<file path="config.mk">
export PLATFORM = sky130hd
export DESIGN_NAME = ssp_top
export DESIGN_NICKNAME = d
export VERILOG_FILES = /design/src/ssp_pkg.sv /design/src/ssp_sync2.sv /design/src/ssp_rx_fifo.sv /design/src/ssp_top.sv
export SDC_FILE = /design/constraint.sdc
export NUM_CORES = 1
export LEC_CHECK = 0
export ABC_AREA = 1
export ABC_CLOCK_PERIOD_IN_PS = 2200
export CAP_MARGIN = 0
export CORE_MARGIN = 8
export CORE_UTILIZATION = 45
export DETAILED_ROUTE_END_ITERATION = 16
export DONT_BUFFER_PORTS = 1
export PLACE_DENSITY_LB_ADDON = 0.05
export SYNTH_ARGS = -nofsm -noshare
export SYNTH_HDL_FRONTEND = slang
export SYNTH_SLANG_ARGS = --single-unit
</file>
<file path="constraint.sdc">
create_clock -name hclk -period 2.2 [get_ports hclk]
set_input_delay 0 -clock hclk [delete_from_list [all_inputs] [get_ports hclk]]
set_output_delay 0 -clock hclk [all_outputs]
set_load 0.01 [all_outputs]
</file>
<file path="src/ssp_pkg.sv">
package ssp_pkg;
	// ************************************************************
	// Register byte addresses.
	// ************************************************************
	localparam logic [7:0] ADDR_CTRL = 8'h00;
	localparam logic [7:0] ADDR_STATUS = 8'h04;
	localparam logic [7:0] ADDR_TXDATA = 8'h08;
	localparam logic [7:0] ADDR_RXDATA = 8'h0C;
	localparam logic [7:0] ADDR_BAUD = 8'h10;
	localparam logic [7:0] ADDR_IRQ = 8'h14;

	// ************************************************************
	// Control register field positions.
	// ************************************************************
	localparam int CTRL_PORT_EN = 0;
	localparam int CTRL_SYNC = 1;
	localparam int CTRL_MASTER = 2;
	localparam int CTRL_SINGLE_RX = 3;
	localparam int CTRL_CONT_RX = 4;
	localparam int CTRL_TX_EN = 5;
	localparam int CTRL_TX_NINE = 6;
	localparam int CTRL_TX_NINTH = 7;
	localparam int CTRL_RX_NINE = 8;
	localparam int CTRL_POLARITY = 9;

	// ************************************************************
	// Status and interrupt enable field positions.
	// ************************************************************
	localparam int STAT_RX_COMPLETE = 0;
	localparam int STAT_TX_EMPTY = 1;
	localparam int STAT_OVERRUN = 2;
	localparam int STAT_RX_NINTH = 3;
	localparam int STAT_SHIFT_EMPTY = 4;
	localparam int IRQ_RX_EN = 0;
	localparam int IRQ_TX_EN = 1;
	localparam int IRQ_PERIPH_EN = 2;
	localparam int IRQ_GLOBAL_EN = 3;

	// ************************************************************
	// Reset values and character lengths.
	// ************************************************************
	localparam logic [15:0] BAUD_RESET = 16'h0003;
	localparam logic [3:0] LAST_BIT_NARROW = 4'h7;
	localparam logic [3:0] LAST_BIT_WIDE = 4'h8;
	localparam logic [3:0] BITS_NARROW = 4'h8;
	localparam logic [3:0] BITS_WIDE = 4'h9;
	localparam int CHAR_WIDTH = 9;
	localparam int RX_FIFO_DEPTH = 2;
endpackage

</file>
<file path="src/ssp_sync2.sv">
`timescale 1ns/1ps
`default_nettype none
module ssp_sync2 (
	input wire logic hclk, // System clock.
	input wire logic hresetn, // Asynchronous reset, active low.
	input wire logic async_in, // Level from outside the clock domain.
	output logic sync_out // Level after two flip-flops.
);
	logic stage1;

	always_ff @(posedge hclk or negedge hresetn) begin
		if (!hresetn) begin
			stage1 <= 1'b0;
			sync_out <= 1'b0;
		end else begin
			stage1 <= async_in;
			sync_out <= stage1;
		end
	end
endmodule
`default_nettype wire

</file>
<file path="src/ssp_rx_fifo.sv">
`timescale 1ns/1ps
`default_nettype none
module ssp_rx_fifo #(
	parameter int WIDTH = 9,
	parameter int DEPTH = 2
) (
	input wire logic hclk, // System clock.
	input wire logic hresetn, // Asynchronous reset, active low.
	input wire logic flush, // Empties the queue.
	input wire logic push, // Stores push_data at the tail.
	input wire logic [WIDTH-1:0] push_data, // Character to store.
	input wire logic pop, // Drops the oldest entry.
	output logic [WIDTH-1:0] head_data, // Oldest entry, straight from a register.
	output logic empty, // No entry stored.
	output logic full // Every entry used.
);
	// Entry 0 is always the oldest, so the head comes straight from a register.
	logic [WIDTH-1:0] entry [DEPTH];
	logic [DEPTH:0] fill;
	logic [DEPTH:0] next_fill;
	logic do_pop;

	assign do_pop = pop && fill[0];
	assign head_data = entry[0];
	assign empty = fill[0] == 1'b0;
	assign full = fill[DEPTH-1];

	always_comb begin
		next_fill = fill;
		if (do_pop) begin
			next_fill = {1'b0, fill[DEPTH:1]};
		end
		if (push && !full) begin
			next_fill = {next_fill[DEPTH-1:0], 1'b1};
		end
	end

	always_ff @(posedge hclk or negedge hresetn) begin
		if (!hresetn) begin
			fill <= '0;
		end else if (flush) begin
			fill <= '0;
		end else begin
			fill <= next_fill;
		end
	end

	always_ff @(posedge hclk or negedge hresetn) begin
		if (!hresetn) begin
			for (int i = 0; i < DEPTH; i++) begin
				entry[i] <= '0;
			end
		end else begin
			for (int i = 0; i < DEPTH - 1; i++) begin
				if (do_pop) begin
					entry[i] <= entry[i+1];
				end
			end
			// The tail write comes last so that it wins over the shift.
			for (int i = 0; i < DEPTH; i++) begin
				if (push && !full && next_fill[i] && !next_fill[i+1]) begin
					entry[i] <= push_data;
				end
			end
		end
	end
endmodule
`default_nettype wire

</file>
<file path="src/ssp_top.sv">
// Contract
// - Master receiver releases the data pin driver.
// - Reception starts when single or continuous receive is set.
// - Single receive clocks one character, then hardware clears it.
// - Continuous receive clocks nonstop; clearing aborts at once, partial character dropped.
// - Both set: single clears after first character, continuous keeps going.
// - Data sampled on the trailing clock edge into the shift register.
// - Full character moves to two-entry queue; low byte readable; flag set.
// - Receive flag stays set while any unread character remains.
// - Slave releases clock driver, one bit per external clock cycle.
// - Third character with two unread sets the overrun flag.
// - On overrun stored characters stay; nothing more accepted until cleared.
// - Single-mode overrun clears on data read; continuous needs enable drop.
// - Nine-bit mode shifts nine bits; top bit shown in status.
// - Slave selected by sync, not master, port on; enables choose direction.
// - Second queued word waits; transmit flag sets when it moves across.
// - Transmit flag with enables raises wake; vector also needs global enable.
// - Slave receives on continuous receive only; single receive ignored.
// - Slave accepts external character, buffers it, wakes if receive enabled.
// - Master drives one clock per data bit and no extra cycles.
// - Polarity set idles clock high; clear idles clock low.
// - Written character waits while shift register busy, else moves at once.
`timescale 1ns/1ps
`default_nettype none
module ssp_top (
	input wire logic hclk, // System clock, 125 MHz.
	input wire logic hresetn, // Asynchronous reset, active low.
	input wire logic hsel, // Slave select.
	input wire logic [7:0] haddr, // Byte address.
	input wire logic [1:0] htrans, // Transfer type.
	input wire logic hwrite, // Write when high.
	input wire logic [2:0] hsize, // Transfer size, word only.
	input wire logic [31:0] hwdata, // Write data.
	input wire logic hready, // Bus ready.
	output logic [31:0] hrdata, // Read data.
	output logic hreadyout, // Low in reset, then always ready.
	output logic hresp, // Always OKAY.
	input wire logic ck_in, // Shift clock pin level.
	output logic ck_out, // Shift clock pin drive value.
	output logic ck_oe, // Shift clock pin driver enable.
	input wire logic dt_in, // Data pin level.
	output logic dt_out, // Data pin drive value.
	output logic dt_oe, // Data pin driver enable.
	output logic wake_req, // Wake request to the core.
	output logic vector_req // Wake with branch to the service routine.
);
	typedef enum logic [1:0] {CK_IDLE, CK_LEAD_HALF, CK_TRAIL_HALF} ssp_mck_type;

	// ************************************************************
	// Control and configuration registers.
	// ************************************************************
	logic port_enable, sync_mode, clock_source_master, single_rx_enable;
	logic continuous_rx_enable, tx_enable, tx_nine_bit_select, tx_ninth_bit;
	logic rx_nine_bit_select, clock_polarity_select;
	logic rx_irq_enable, tx_irq_enable, peripheral_irq_enable, global_irq_enable;
	logic [15:0] baud_divisor;
	logic overrun_error_flag, ovr_from_single;
	logic dp_write;
	logic [7:0] dp_addr;
	logic addr_phase, rd_pop;
	logic [8:0] tx_holding_register, tx_shift_register, rx_shift_register;
	logic hold_full, tx_shift_full;
	logic [3:0] tx_left, rx_cnt;
	ssp_mck_type mck_state;
	logic [15:0] half_cnt;
	logic mst_lead, mst_trail;
	logic ck_sync, dt_sync, ck_prev;
	logic lead_ev, trail_ev;
	logic [8:0] fifo_head;
	logic fifo_empty, fifo_full;

	// Derived modes.
	logic port_on, master_on, slave_on, single_eff, rx_mode, tx_mode, port_rst;
	logic rx_done, rx_push, rx_ovr_set, tx_shift_load, mck_run, tick;
	logic [8:0] rx_shift_next, rx_char;
	logic ck_norm, ck_prev_norm;
	logic rx_complete_flag, tx_buffer_empty_flag, rx_ninth_bit;

	assign port_on = port_enable && sync_mode;
	assign port_rst = !port_on;
	assign master_on = port_on && clock_source_master;
	assign slave_on = port_on && !clock_source_master;
	assign single_eff = single_rx_enable && clock_source_master;
	assign rx_mode = port_on && (single_eff || continuous_rx_enable);
	assign tx_mode = port_on && !(single_eff || continuous_rx_enable) && tx_enable;
	assign rx_complete_flag = !fifo_empty;
	assign tx_buffer_empty_flag = !hold_full;
	assign rx_ninth_bit = fifo_head[8];

	// ************************************************************
	// AHB-Lite slave: zero wait states, registered read data.
	// ************************************************************
	assign addr_phase = hsel && htrans[1] && hready;
	assign rd_pop = addr_phase && !hwrite && haddr == ssp_pkg::ADDR_RXDATA;

	always_ff @(posedge hclk or negedge hresetn) begin
		if (!hresetn) begin
			dp_write <= 1'b0;
			dp_addr <= 8'h00;
			hreadyout <= 1'b0;
			hresp <= 1'b0;
		end else begin
			dp_write <= addr_phase && hwrite;
			dp_addr <= haddr;
			hreadyout <= 1'b1;
			hresp <= 1'b0;
		end
	end

	// Reads sample state at the address phase, so a write in the data phase
	// of the previous transfer is not yet visible.
	always_ff @(posedge hclk or negedge hresetn) begin
		if (!hresetn) begin
			hrdata <= 32'h0000_0000;
		end else if (addr_phase && !hwrite) begin
			unique case (haddr)
				ssp_pkg::ADDR_CTRL: hrdata <= {22'h000000, clock_polarity_select,
					rx_nine_bit_select, tx_ninth_bit, tx_nine_bit_select, tx_enable,
					continuous_rx_enable, single_rx_enable, clock_source_master,
					sync_mode, port_enable};
				ssp_pkg::ADDR_STATUS: hrdata <= {27'h0000000, !tx_shift_full, rx_ninth_bit,
					overrun_error_flag, tx_buffer_empty_flag, rx_complete_flag};
				ssp_pkg::ADDR_RXDATA: hrdata <= {24'h000000, fifo_head[7:0]};
				ssp_pkg::ADDR_BAUD: hrdata <= {16'h0000, baud_divisor};
				ssp_pkg::ADDR_IRQ: hrdata <= {28'h0000000, global_irq_enable,
					peripheral_irq_enable, tx_irq_enable, rx_irq_enable};
				default: hrdata <= 32'h0000_0000;
			endcase
		end
	end

	always_ff @(posedge hclk or negedge hresetn) begin
		if (!hresetn) begin
			port_enable <= 1'b0;
			sync_mode <= 1'b0;
			clock_source_master <= 1'b0;
			single_rx_enable <= 1'b0;
			continuous_rx_enable <= 1'b0;
			tx_enable <= 1'b0;
			tx_nine_bit_select <= 1'b0;
			tx_ninth_bit <= 1'b0;
			rx_nine_bit_select <= 1'b0;
			clock_polarity_select <= 1'b0;
		end else begin
			if (rx_done && single_eff) begin
				single_rx_enable <= 1'b0;
			end
			if (dp_write && dp_addr == ssp_pkg::ADDR_CTRL) begin
				port_enable <= hwdata[ssp_pkg::CTRL_PORT_EN];
				sync_mode <= hwdata[ssp_pkg::CTRL_SYNC];
				clock_source_master <= hwdata[ssp_pkg::CTRL_MASTER];
				single_rx_enable <= hwdata[ssp_pkg::CTRL_SINGLE_RX];
				continuous_rx_enable <= hwdata[ssp_pkg::CTRL_CONT_RX];
				tx_enable <= hwdata[ssp_pkg::CTRL_TX_EN];
				tx_nine_bit_select <= hwdata[ssp_pkg::CTRL_TX_NINE];
				tx_ninth_bit <= hwdata[ssp_pkg::CTRL_TX_NINTH];
				rx_nine_bit_select <= hwdata[ssp_pkg::CTRL_RX_NINE];
				clock_polarity_select <= hwdata[ssp_pkg::CTRL_POLARITY];
			end
		end
	end

	always_ff @(posedge hclk or negedge hresetn) begin
		if (!hresetn) begin
			baud_divisor <= ssp_pkg::BAUD_RESET;
			rx_irq_enable <= 1'b0;
			tx_irq_enable <= 1'b0;
			peripheral_irq_enable <= 1'b0;
			global_irq_enable <= 1'b0;
		end else begin
			if (dp_write && dp_addr == ssp_pkg::ADDR_BAUD) begin
				baud_divisor <= hwdata[15:0];
			end
			if (dp_write && dp_addr == ssp_pkg::ADDR_IRQ) begin
				rx_irq_enable <= hwdata[ssp_pkg::IRQ_RX_EN];
				tx_irq_enable <= hwdata[ssp_pkg::IRQ_TX_EN];
				peripheral_irq_enable <= hwdata[ssp_pkg::IRQ_PERIPH_EN];
				global_irq_enable <= hwdata[ssp_pkg::IRQ_GLOBAL_EN];
			end
		end
	end

	// ************************************************************
	// Pin synchronisers and slave clock edge detection.
	// ************************************************************
	ssp_sync2 u_ck_sync (
		.hclk(hclk),
		.hresetn(hresetn),
		.async_in(ck_in),
		.sync_out(ck_sync)
	);

	ssp_sync2 u_dt_sync (
		.hclk(hclk),
		.hresetn(hresetn),
		.async_in(dt_in),
		.sync_out(dt_sync)
	);

	always_ff @(posedge hclk or negedge hresetn) begin
		if (!hresetn) begin
			ck_prev <= 1'b0;
		end else begin
			ck_prev <= ck_sync;
		end
	end

	// Normalising by polarity makes the leading edge always a rise.
	assign ck_norm = ck_sync ^ clock_polarity_select;
	assign ck_prev_norm = ck_prev ^ clock_polarity_select;
	assign lead_ev = master_on ? mst_lead : (slave_on && ck_norm && !ck_prev_norm);
	assign trail_ev = master_on ? mst_trail : (slave_on && !ck_norm && ck_prev_norm);

	// ************************************************************
	// Master clock generator.
	// ************************************************************
	// The generator stops while an overrun stands, so no character is lost
	// on the wire that the queue could not hold. The last trailing edge of a
	// character also stops it, so a short divisor cannot start one clock too many.
	assign mck_run = master_on && ((rx_mode && !overrun_error_flag && !rx_ovr_set
		&& !(rx_done && single_eff && !continuous_rx_enable))
		|| (tx_mode && tx_shift_full && !(trail_ev && tx_left == 4'h1)));
	assign tick = half_cnt == baud_divisor;

	always_ff @(posedge hclk or negedge hresetn) begin
		if (!hresetn) begin
			mck_state <= CK_IDLE;
			half_cnt <= 16'h0000;
			mst_lead <= 1'b0;
			mst_trail <= 1'b0;
			ck_out <= 1'b0;
		end else begin
			mst_lead <= 1'b0;
			mst_trail <= 1'b0;
			half_cnt <= (tick || mck_state == CK_IDLE && !mck_run) ? 16'h0000 : half_cnt + 16'h0001;
			if (!mck_run) begin
				mck_state <= CK_IDLE;
				ck_out <= clock_polarity_select;
			end else if (tick) begin
				unique case (mck_state)
					CK_IDLE, CK_TRAIL_HALF: begin
						mck_state <= CK_LEAD_HALF;
						mst_lead <= 1'b1;
						ck_out <= !clock_polarity_select;
					end
					CK_LEAD_HALF: begin
						mck_state <= CK_TRAIL_HALF;
						mst_trail <= 1'b1;
						ck_out <= clock_polarity_select;
					end
					default: mck_state <= CK_IDLE;
				endcase
			end
		end
	end

	// ************************************************************
	// Transmit path.
	// ************************************************************
	assign tx_shift_load = tx_mode && hold_full && !tx_shift_full;

	always_ff @(posedge hclk or negedge hresetn) begin
		if (!hresetn) begin
			tx_holding_register <= 9'h000;
			hold_full <= 1'b0;
		end else if (port_rst) begin
			hold_full <= 1'b0;
		end else begin
			if (tx_shift_load) begin
				hold_full <= 1'b0;
			end
			if (dp_write && dp_addr == ssp_pkg::ADDR_TXDATA) begin
				tx_holding_register <= {tx_ninth_bit, hwdata[7:0]};
				hold_full <= 1'b1;
			end
		end
	end

	always_ff @(posedge hclk or negedge hresetn) begin
		if (!hresetn) begin
			tx_shift_register <= 9'h000;
			tx_shift_full <= 1'b0;
			tx_left <= 4'h0;
			dt_out <= 1'b0;
		end else if (port_rst) begin
			tx_shift_full <= 1'b0;
			tx_left <= 4'h0;
		end else if (tx_shift_load) begin
			tx_shift_register <= tx_holding_register;
			tx_shift_full <= 1'b1;
			tx_left <= tx_nine_bit_select ? ssp_pkg::BITS_WIDE : ssp_pkg::BITS_NARROW;
		end else if (tx_shift_full && tx_mode) begin
			if (lead_ev) begin
				dt_out <= tx_shift_register[0];
				tx_shift_register <= {1'b0, tx_shift_register[8:1]};
			end
			if (trail_ev) begin
				tx_left <= tx_left - 4'h1;
				if (tx_left == 4'h1) begin
					tx_shift_full <= 1'b0;
				end
			end
		end
	end

	always_ff @(posedge hclk or negedge hresetn) begin
		if (!hresetn) begin
			dt_oe <= 1'b0;
			ck_oe <= 1'b0;
		end else begin
			dt_oe <= tx_mode;
			ck_oe <= master_on;
		end
	end

	// ************************************************************
	// Receive path.
	// ************************************************************
	assign rx_shift_next = {dt_sync, rx_shift_register[8:1]};
	assign rx_char = rx_nine_bit_select ? rx_shift_next : {1'b0, rx_shift_next[8:1]};
	assign rx_done = rx_mode && trail_ev && rx_cnt ==
		(rx_nine_bit_select ? ssp_pkg::LAST_BIT_WIDE : ssp_pkg::LAST_BIT_NARROW);
	assign rx_push = rx_done && !overrun_error_flag && !fifo_full;
	assign rx_ovr_set = rx_done && !overrun_error_flag && fifo_full;

	always_ff @(posedge hclk or negedge hresetn) begin
		if (!hresetn) begin
			rx_shift_register <= 9'h000;
			rx_cnt <= 4'h0;
		end else if (!rx_mode) begin
			rx_cnt <= 4'h0;
		end else if (trail_ev) begin
			rx_shift_register <= rx_shift_next;
			rx_cnt <= rx_done ? 4'h0 : rx_cnt + 4'h1;
		end
	end

	always_ff @(posedge hclk or negedge hresetn) begin
		if (!hresetn) begin
			overrun_error_flag <= 1'b0;
			ovr_from_single <= 1'b0;
		end else if (port_rst) begin
			overrun_error_flag <= 1'b0;
		end else if (rx_ovr_set) begin
			overrun_error_flag <= 1'b1;
			ovr_from_single <= !continuous_rx_enable;
		end else if (overrun_error_flag) begin
			if (ovr_from_single ? rd_pop : !continuous_rx_enable) begin
				overrun_error_flag <= 1'b0;
			end
		end
	end

	ssp_rx_fifo #(
		.WIDTH(ssp_pkg::CHAR_WIDTH),
		.DEPTH(ssp_pkg::RX_FIFO_DEPTH)
	) u_rx_fifo (
		.hclk(hclk),
		.hresetn(hresetn),
		.flush(port_rst),
		.push(rx_push),
		.push_data(rx_char),
		.pop(rd_pop),
		.head_data(fifo_head),
		.empty(fifo_empty),
		.full(fifo_full)
	);

	// ************************************************************
	// Wake requests toward the core.
	// ************************************************************
	always_ff @(posedge hclk or negedge hresetn) begin
		if (!hresetn) begin
			wake_req <= 1'b0;
			vector_req <= 1'b0;
		end else begin
			wake_req <= peripheral_irq_enable && ((tx_buffer_empty_flag && tx_irq_enable)
				|| (rx_complete_flag && rx_irq_enable));
			vector_req <= global_irq_enable && peripheral_irq_enable
				&& ((tx_buffer_empty_flag && tx_irq_enable)
				|| (rx_complete_flag && rx_irq_enable));
		end
	end
endmodule
`default_nettype wire

</file>
==> flow_summary.yaml, run 1 <==
status:
  status: "finished with violations"
  violations: "hold timing"
worst_setup_path:
  path_class: "reg -> reg"
  cp.required_ps: 2510
  worstPathMaxFanout: 4
  worstSetupStartpointType: "flip-flop"
  cp_data_arrival_time_ps: 2370
  end_kind: "flip-flop"
cells_and_area:
  final_common_cell: "nand2_1"
  fill_cells: 1349
  mostFrequentLayoutCells: "nand2_1, dfrtp_1, inv_1"
  final_nets: 853
  utilization: 0.5373
  syn2layout_area_growth_pct: 15.98
  drive_above_1_share: 0.1029
  final_cells: 991
  n_antenna_cell: 0
die:
  die_x_um: 138.6
  die_height_um: 138.6
  coreArea_um2: 14590
  start_util: 0.4633
  io_pins: 92
  die-area_um2: 19200
  row_count: 44
global_route:
  grt_pass1_vias: 4893
  grt_max_degree: 147
  antenna_found_initial: 0
  overflow: 0
  grt_first_pass_wirelength_um: 26260
  grt_usage: 0.1705
detailed_routing:
  wl_um: 16090
  drt_pre_antenna_iters: 6
  detail-route-antenna-nets: 0
  via_count: 5136
  drt_iter0_markers: 364
  wl_per_cell_um: 16.24
  drc_errors: 0
  avgViaCountPerCell: 5.183
sta:
  maxSlewViolCount: 0
  setup_viol: 0
  hold_slack_ps: -731.2
  fin_crit_ps: 2059
  slew_headroom: 0.5734
  hold_viol: 146
  fmax_mhz: 485.8
  setup_ws_ps: 141.4
  min_period_over_period: 0.9357
  tightest_slew_ps: 634.1
  finClkSkew_ps: 6.802
pwr:
  power_density_nw_per_um2: 809.1
  switchingPower_w: 0.001522
  internal_power_w: 0.004821
  p_comb_frac: 0.081
  p_leak_nw: 3.634
  ir_drop_v: 0.0005533
  seqPwrFrac: 0.461
  clkPwrFrac: 0.458
  p_sw_frac: 0.2399
cts:
  clkLatencyLatePin_ps: 420
  hold_buffers: 28
  cts_max_path_buffers: 2
  htree_levels: 4
  clk_root_buffer_cell: "clkbuf_16"
  numCtsBuffers: 17
  clock-sinks: 146
  cts_tree: "built"
  path_clk_slew_ps: 60
synthesis:
  ys.flop_type: "dfrtp_1"
  synth-edff-count: 0
  synth_top_area_cell: "dfrtp_1"
  synth-seq-area-share: 0.5409
  yosysTopAreaCellShare: 0.5331
  synthTopCellsByArea: "dfrtp_1, nand2_1, o21ai_0"
  syn_area_per_cell_um2: 8.976
  synth_warnings: 0
  synthCells: 753
  postSynth.asyncResetShare: 1.000
  netlist_area_um2: 6759
  synth_cell_types: 52
  synth_seq_cells: 146
flow_run:
  drv_cap: 0
placed_design:
  post-place-ws_ps: 66.96
  gp_congestion: 0.7763
  dpl.cell_count: 933
  hpwlAfterDp_um: 11450
  io_buffers: 0
min_path:
  hold_class: "in -> async"
path summary, 6_finish.rpt:
check	start	endpoint	slack (ps)	cells past startpoint
max	half_cnt[2]$_DFF_PN0_	half_cnt[13]$_DFF_PN0_	140	10
min	hresetn	rx_shift_register[2]$_DFFE_PN0P_	-730	0
max reg2reg	half_cnt[2]$_DFF_PN0_	half_cnt[13]$_DFF_PN0_	140	10
min reg2reg	u_ck_sync.stage1$_DFF_PN0_	u_ck_sync.sync_out$_DFF_PN0_	350	0
max in group asynchronous	hresetn	baud_divisor[0]$_DFFE_PN1P_	2670	0
min in group hclk	htrans[1]	hrdata[9]$_DFFE_PN0P_	30	5
synthesized netlist by cell type, drive strengths merged (2+ instances only):
cell,count
inv,91
nand3,41
nand2,162
clkbuf,13
a221oi,6
xor2,12
nand4,7
o22ai,8
o31ai,7
ha,4
nor4,4
buf,21
nor2,67
xnor2,9
conb,2
or2,3
nor3b,2
o211ai,11
nor3,24
a21oi,16
a31oi,5
dfstp,2
clkinv,2
dfrtp,144
o21ai,78
nand3b,2
stage by stage:
stage | total power (W) | area, um^2 | hold slack, ps | setup TNS [ps]
floorplan | 0.003339 | 6819 | -295.6 | 0
global placement | 0.003402 | 6939 | -291.2 | 0
detailed placement | 0.003422 | 6939 | -290.9 | 0
CTS | 0.006393 | 7809 | -747.4 | 0
global route | 0.006596 | 7839 | -752.9 | -2.355
finish | 0.006343 | 7839 | -731.2 | 0
flip-flops by register name (all words and copies together) (netlist names), 2 cells and up:
name                 flops
u_rx_fifo.head_data      9
baud_divisor            16
u_rx_fifo.entry          9
hrdata                  16
tx_shift_register        9
u_rx_fifo.fill           3
rx_cnt                   4
rx_shift_register        8
half_cnt                16
tx_holding_register      9
mck_state                2
dp_addr                  8
tx_left                  4
power by group through the flow:
stage / logic, W / registers (W) / clock network (W)
after floorplan: 0.000404 / 0.00294 / 0
after global placement: 0.000437 / 0.00296 / 0
after detailed placement: 0.000453 / 0.00297 / 0
after CTS: 0.000496 / 0.00292 / 0.00297
after global routing: 0.000583 / 0.00294 / 0.00307
final: 0.000515 / 0.00292 / 0.00291
kinds of logic after synthesis:
| group | count (synthesis) | synth area share |
|---|---|---|
| XOR/XNOR | 21 | 0.02721 |
| multiplexers | 2 | 0.003147 |
| adder cells (fa/ha/maj) | 4 | 0.007405 |
| other | 2 | 0.001111 |
| AND/OR/NAND/NOR | 314 | 0.2160 |
| flip-flops | 146 | 0.5409 |
| buffers and inverters | 127 | 0.08423 |
| AO/OA/AOI/OAI | 137 | 0.1200 |
worst max-delay path: stages (launching register included):
cell	delay (ps)
dfrtp_1	410
nand3_1	150
nor4_1	360
nand2_1	140
nor2_1	160
nand2_1	90
nor2_1	180
nand2_1	120
nor2_1	130
xor2_1	160
nor2_1	50
metal layers:
metal | up-vias | global-route usage | wire length (um)
li1 | 2526 | - | -
met1 | 2457 | 0.2348 | 7687
met2 | 140 | 0.2445 | 7044
met3 | 13 | 0.06404 | 1195
met4 | 0 | 0.04805 | 162
met5 | - | 0 | 0
what timing repair did:
action                                  4_1_cts  5_1_grt
endpoints found under the setup margin        0       27
setup buffers                                 0        1
endpoints found under the hold margin       208      146
resized for setup                             0        9
final cells by class:
type,instances,area (um^2),area share
Sequential cell,146,3657,0.4666
Clock buffer,19,452.9,0.05778
Multi-Input combinational cell,496,2615,0.3336
Inverter,93,354.1,0.04517
Tap cell,184,230.2,0.02937
Clock inverter,10,136.4,0.01740
Timing Repair Buffer,43,392.9,0.05012
(Power assumes the default switching activity.)
==> run 2: changes to the inputs <==
Settings changed: CORE_ASPECT_RATIO set to 1.75.
==> run 2 against run 1 <==
  * Clock power down 2%
  * Core utilization decreased by 0.21 points
  * Maximum frequency up 3.1%
  * Largest power group unchanged
  * Sequential cell count unchanged
  * Routed wire length grew 5.3%
  * Largest cell class unchanged
  * Cell area is 0.81% higher
  * Sequential share of layout area shrank 0.39 points
  * Setup slack improved by 62 ps
  * Register-to-register slack improved by 60 ps
  * The run still ends with hold timing left
==> flow_summary.yaml, run 2 (synthesized netlist as in run 1, its figures left out) <==
sta:
  fin_tns_setup_ps: 0
  maxSlewViolCount: 0
  fmax_mhz: 500.7
  setup_viol: 0
  finClkSkew_ps: 10.44
  slew_headroom: 0.6550
  min_period_over_period: 0.9077
  tightest_slew_ps: 516.4
  hold_viol: 146
  fin_crit_ps: 1997
  hold_slack_ps: -726.7
  rsz0062_at_grt: "no"
  setup_ws_ps: 203.0
worst_setup_path:
  worstRegToRegCells: 11
  path_class: "reg -> reg"
  cp.required_ps: 2510
  worstPathMaxFanout: 4
  worstSetupStartpointType: "flip-flop"
  rr_startpoint: "half_cnt[0]$_DFF_PN0_"
  end_kind: "flip-flop"
  r2r_slack_ps: 200
  cp_data_arrival_time_ps: 2300
  timing.rr.end: "half_cnt[14]$_DFF_PN0_"
die:
  coreArea_um2: 14760
  start_util: 0.4578
  die_x_um: 108.6
  die-area_um2: 19350
  io_pins: 92
  die_height_um: 178.1
  row_count: 59
placed_design:
  dpl.cell_count: 940
  place_area_um2: 6998
  hpwlAfterDp_um: 12660
  gp_congestion: 0.8522
  post-place-ws_ps: 139.3
  io_buffers: 0
detailed_routing:
  avgViaCountPerCell: 5.147
  wl_um: 16950
  detail-route-antenna-nets: 0
  drt_iter0_markers: 248
  via_count: 5152
  drt_pre_antenna_iters: 5
  wl_per_cell_um: 16.93
  drc_errors: 0
cells_and_area:
  final_nets: 861
  n_antenna_cell: 0
  mostFrequentLayoutCells: "nand2_1, dfrtp_1, inv_1"
  final_common_cell: "nand2_1"
  utilization: 0.5353
  reg_top3: "baud_divisor x16, half_cnt x16, hrdata x16"
  finalInstanceArea_um2: 7903
  drive_above_1_share: 0.1112
  final_cells: 1001
  syn2layout_area_growth_pct: 16.92
cts:
  htree_levels: 4
  hold_buffers: 28
  clkLatencyLatePin_ps: 420
  clk_root_buffer_cell: "clkbuf_16"
  cts_max_path_buffers: 2
  clock-sinks: 146
  path_clk_slew_ps: 70
  numCtsBuffers: 17
  cts_tree: "built"
global_route:
  antenna_found_initial: 0
  grt.met1_usage: 0.1877
  grt_first_pass_wirelength_um: 27130
  grt_usage: 0.1841
  grt_use_met3: 0.02858
  use_met2: 0.3416
  grt_pass1_vias: 5263
  grt_max_degree: 147
  top_usage_layer: "met2"
  overflow: 0
pwr:
  ir_drop_v: 0.0004788
  p_leak_nw: 3.697
  power_density_nw_per_um2: 796.4
min_path:
  hold_class: "in -> async"
flow_run:
  drv_cap: 0
status:
  status: "finished with violations"
  violations: "hold timing"
-- run 2: cell types whose count changed in the layout (fill, tap and decap cells not counted), moves of 3 or more --
cell	previous run	this run
buf_4	15	23
clkinv_4	1	4
nor2_2	3	0
nor2_1	60	63
inv_6	0	5
-- run 2: critical path: stages, from the launching register on --
cell     delay, ps
dfrtp_1        390
ha_1           200
nand3_1        110
nor2_1         150
nand2_1         70
nor2_1         140
nand3_1        150
nor2_1         160
nand2_1        100
nor3_1         190
xor2_1         170
nor2_1          60
-- run 2: through the flow --
step	total power (W)	hold WS [ps]
floorplan	0.003339	-295.6
global placement	0.003416	-290.1
detailed placement	0.003437	-290.5
CTS	0.006345	-741.5
global route	0.006564	-753.0
finish	0.006294	-726.7
-- run 2: cell type report --
class / count / area (um^2)
multi-input cells: 496 / 2628
flip-flops and latches: 146 / 3656
fillers: 1365 / 6862
repair buffers: 51 / 452.9
clock buffers: 18 / 439.2
inverters: 93 / 354.1
well taps: 183 / 229.0
clock inverters: 14 / 143.9
-- run 2: how the worst max path moves through the flow --
stage / cells after the start / endpoint / slack, ps / startpoint
2_1_floorplan: 14 / half_cnt[13]$_DFF_PN0_ / 360 / port_enable$_DFFE_PN0P_
3_3_place_gp: 14 / half_cnt[5]$_DFF_PN0_ / 190 / clock_polarity_select$_DFFE_PN0P_
3_5_place_dp: 13 / half_cnt[5]$_DFF_PN0_ / 140 / port_enable$_DFFE_PN0P_
4_1_cts: 13 / half_cnt[5]$_DFF_PN0_ / 110 / sync_mode$_DFFE_PN0P_
5_1_grt: 10 / half_cnt[13]$_DFF_PN0_ / 7 / half_cnt[5]$_DFF_PN0_
6_report: 11 / half_cnt[14]$_DFF_PN0_ / 200 / half_cnt[0]$_DFF_PN0_
-- run 2: timing repair --
| action | CTS | global route |
|---|---|---|
| hold endpoints to repair | 202 | 146 |
| gates resized for setup | 0 | 5 |
| setup endpoints to repair | 0 | 15 |
| setup buffers | 0 | 1 |
-- run 2: metal layers --
layer  up-vias  part of all wire
met5         -                 0
met4         0             0.043
met3        32             0.028
met2        97              0.56
met1      2484              0.37
li1       2539                 -
-- run 2: power breakdown --
group          switching [W]  leakage, nW  internal, W  total (W)
logic               0.000323         1.62     0.000207   0.000531
registers           0.000121         1.79      0.00280    0.00292
clock network        0.00122        0.286      0.00162    0.00284
total                0.00166         3.70      0.00463    0.00629
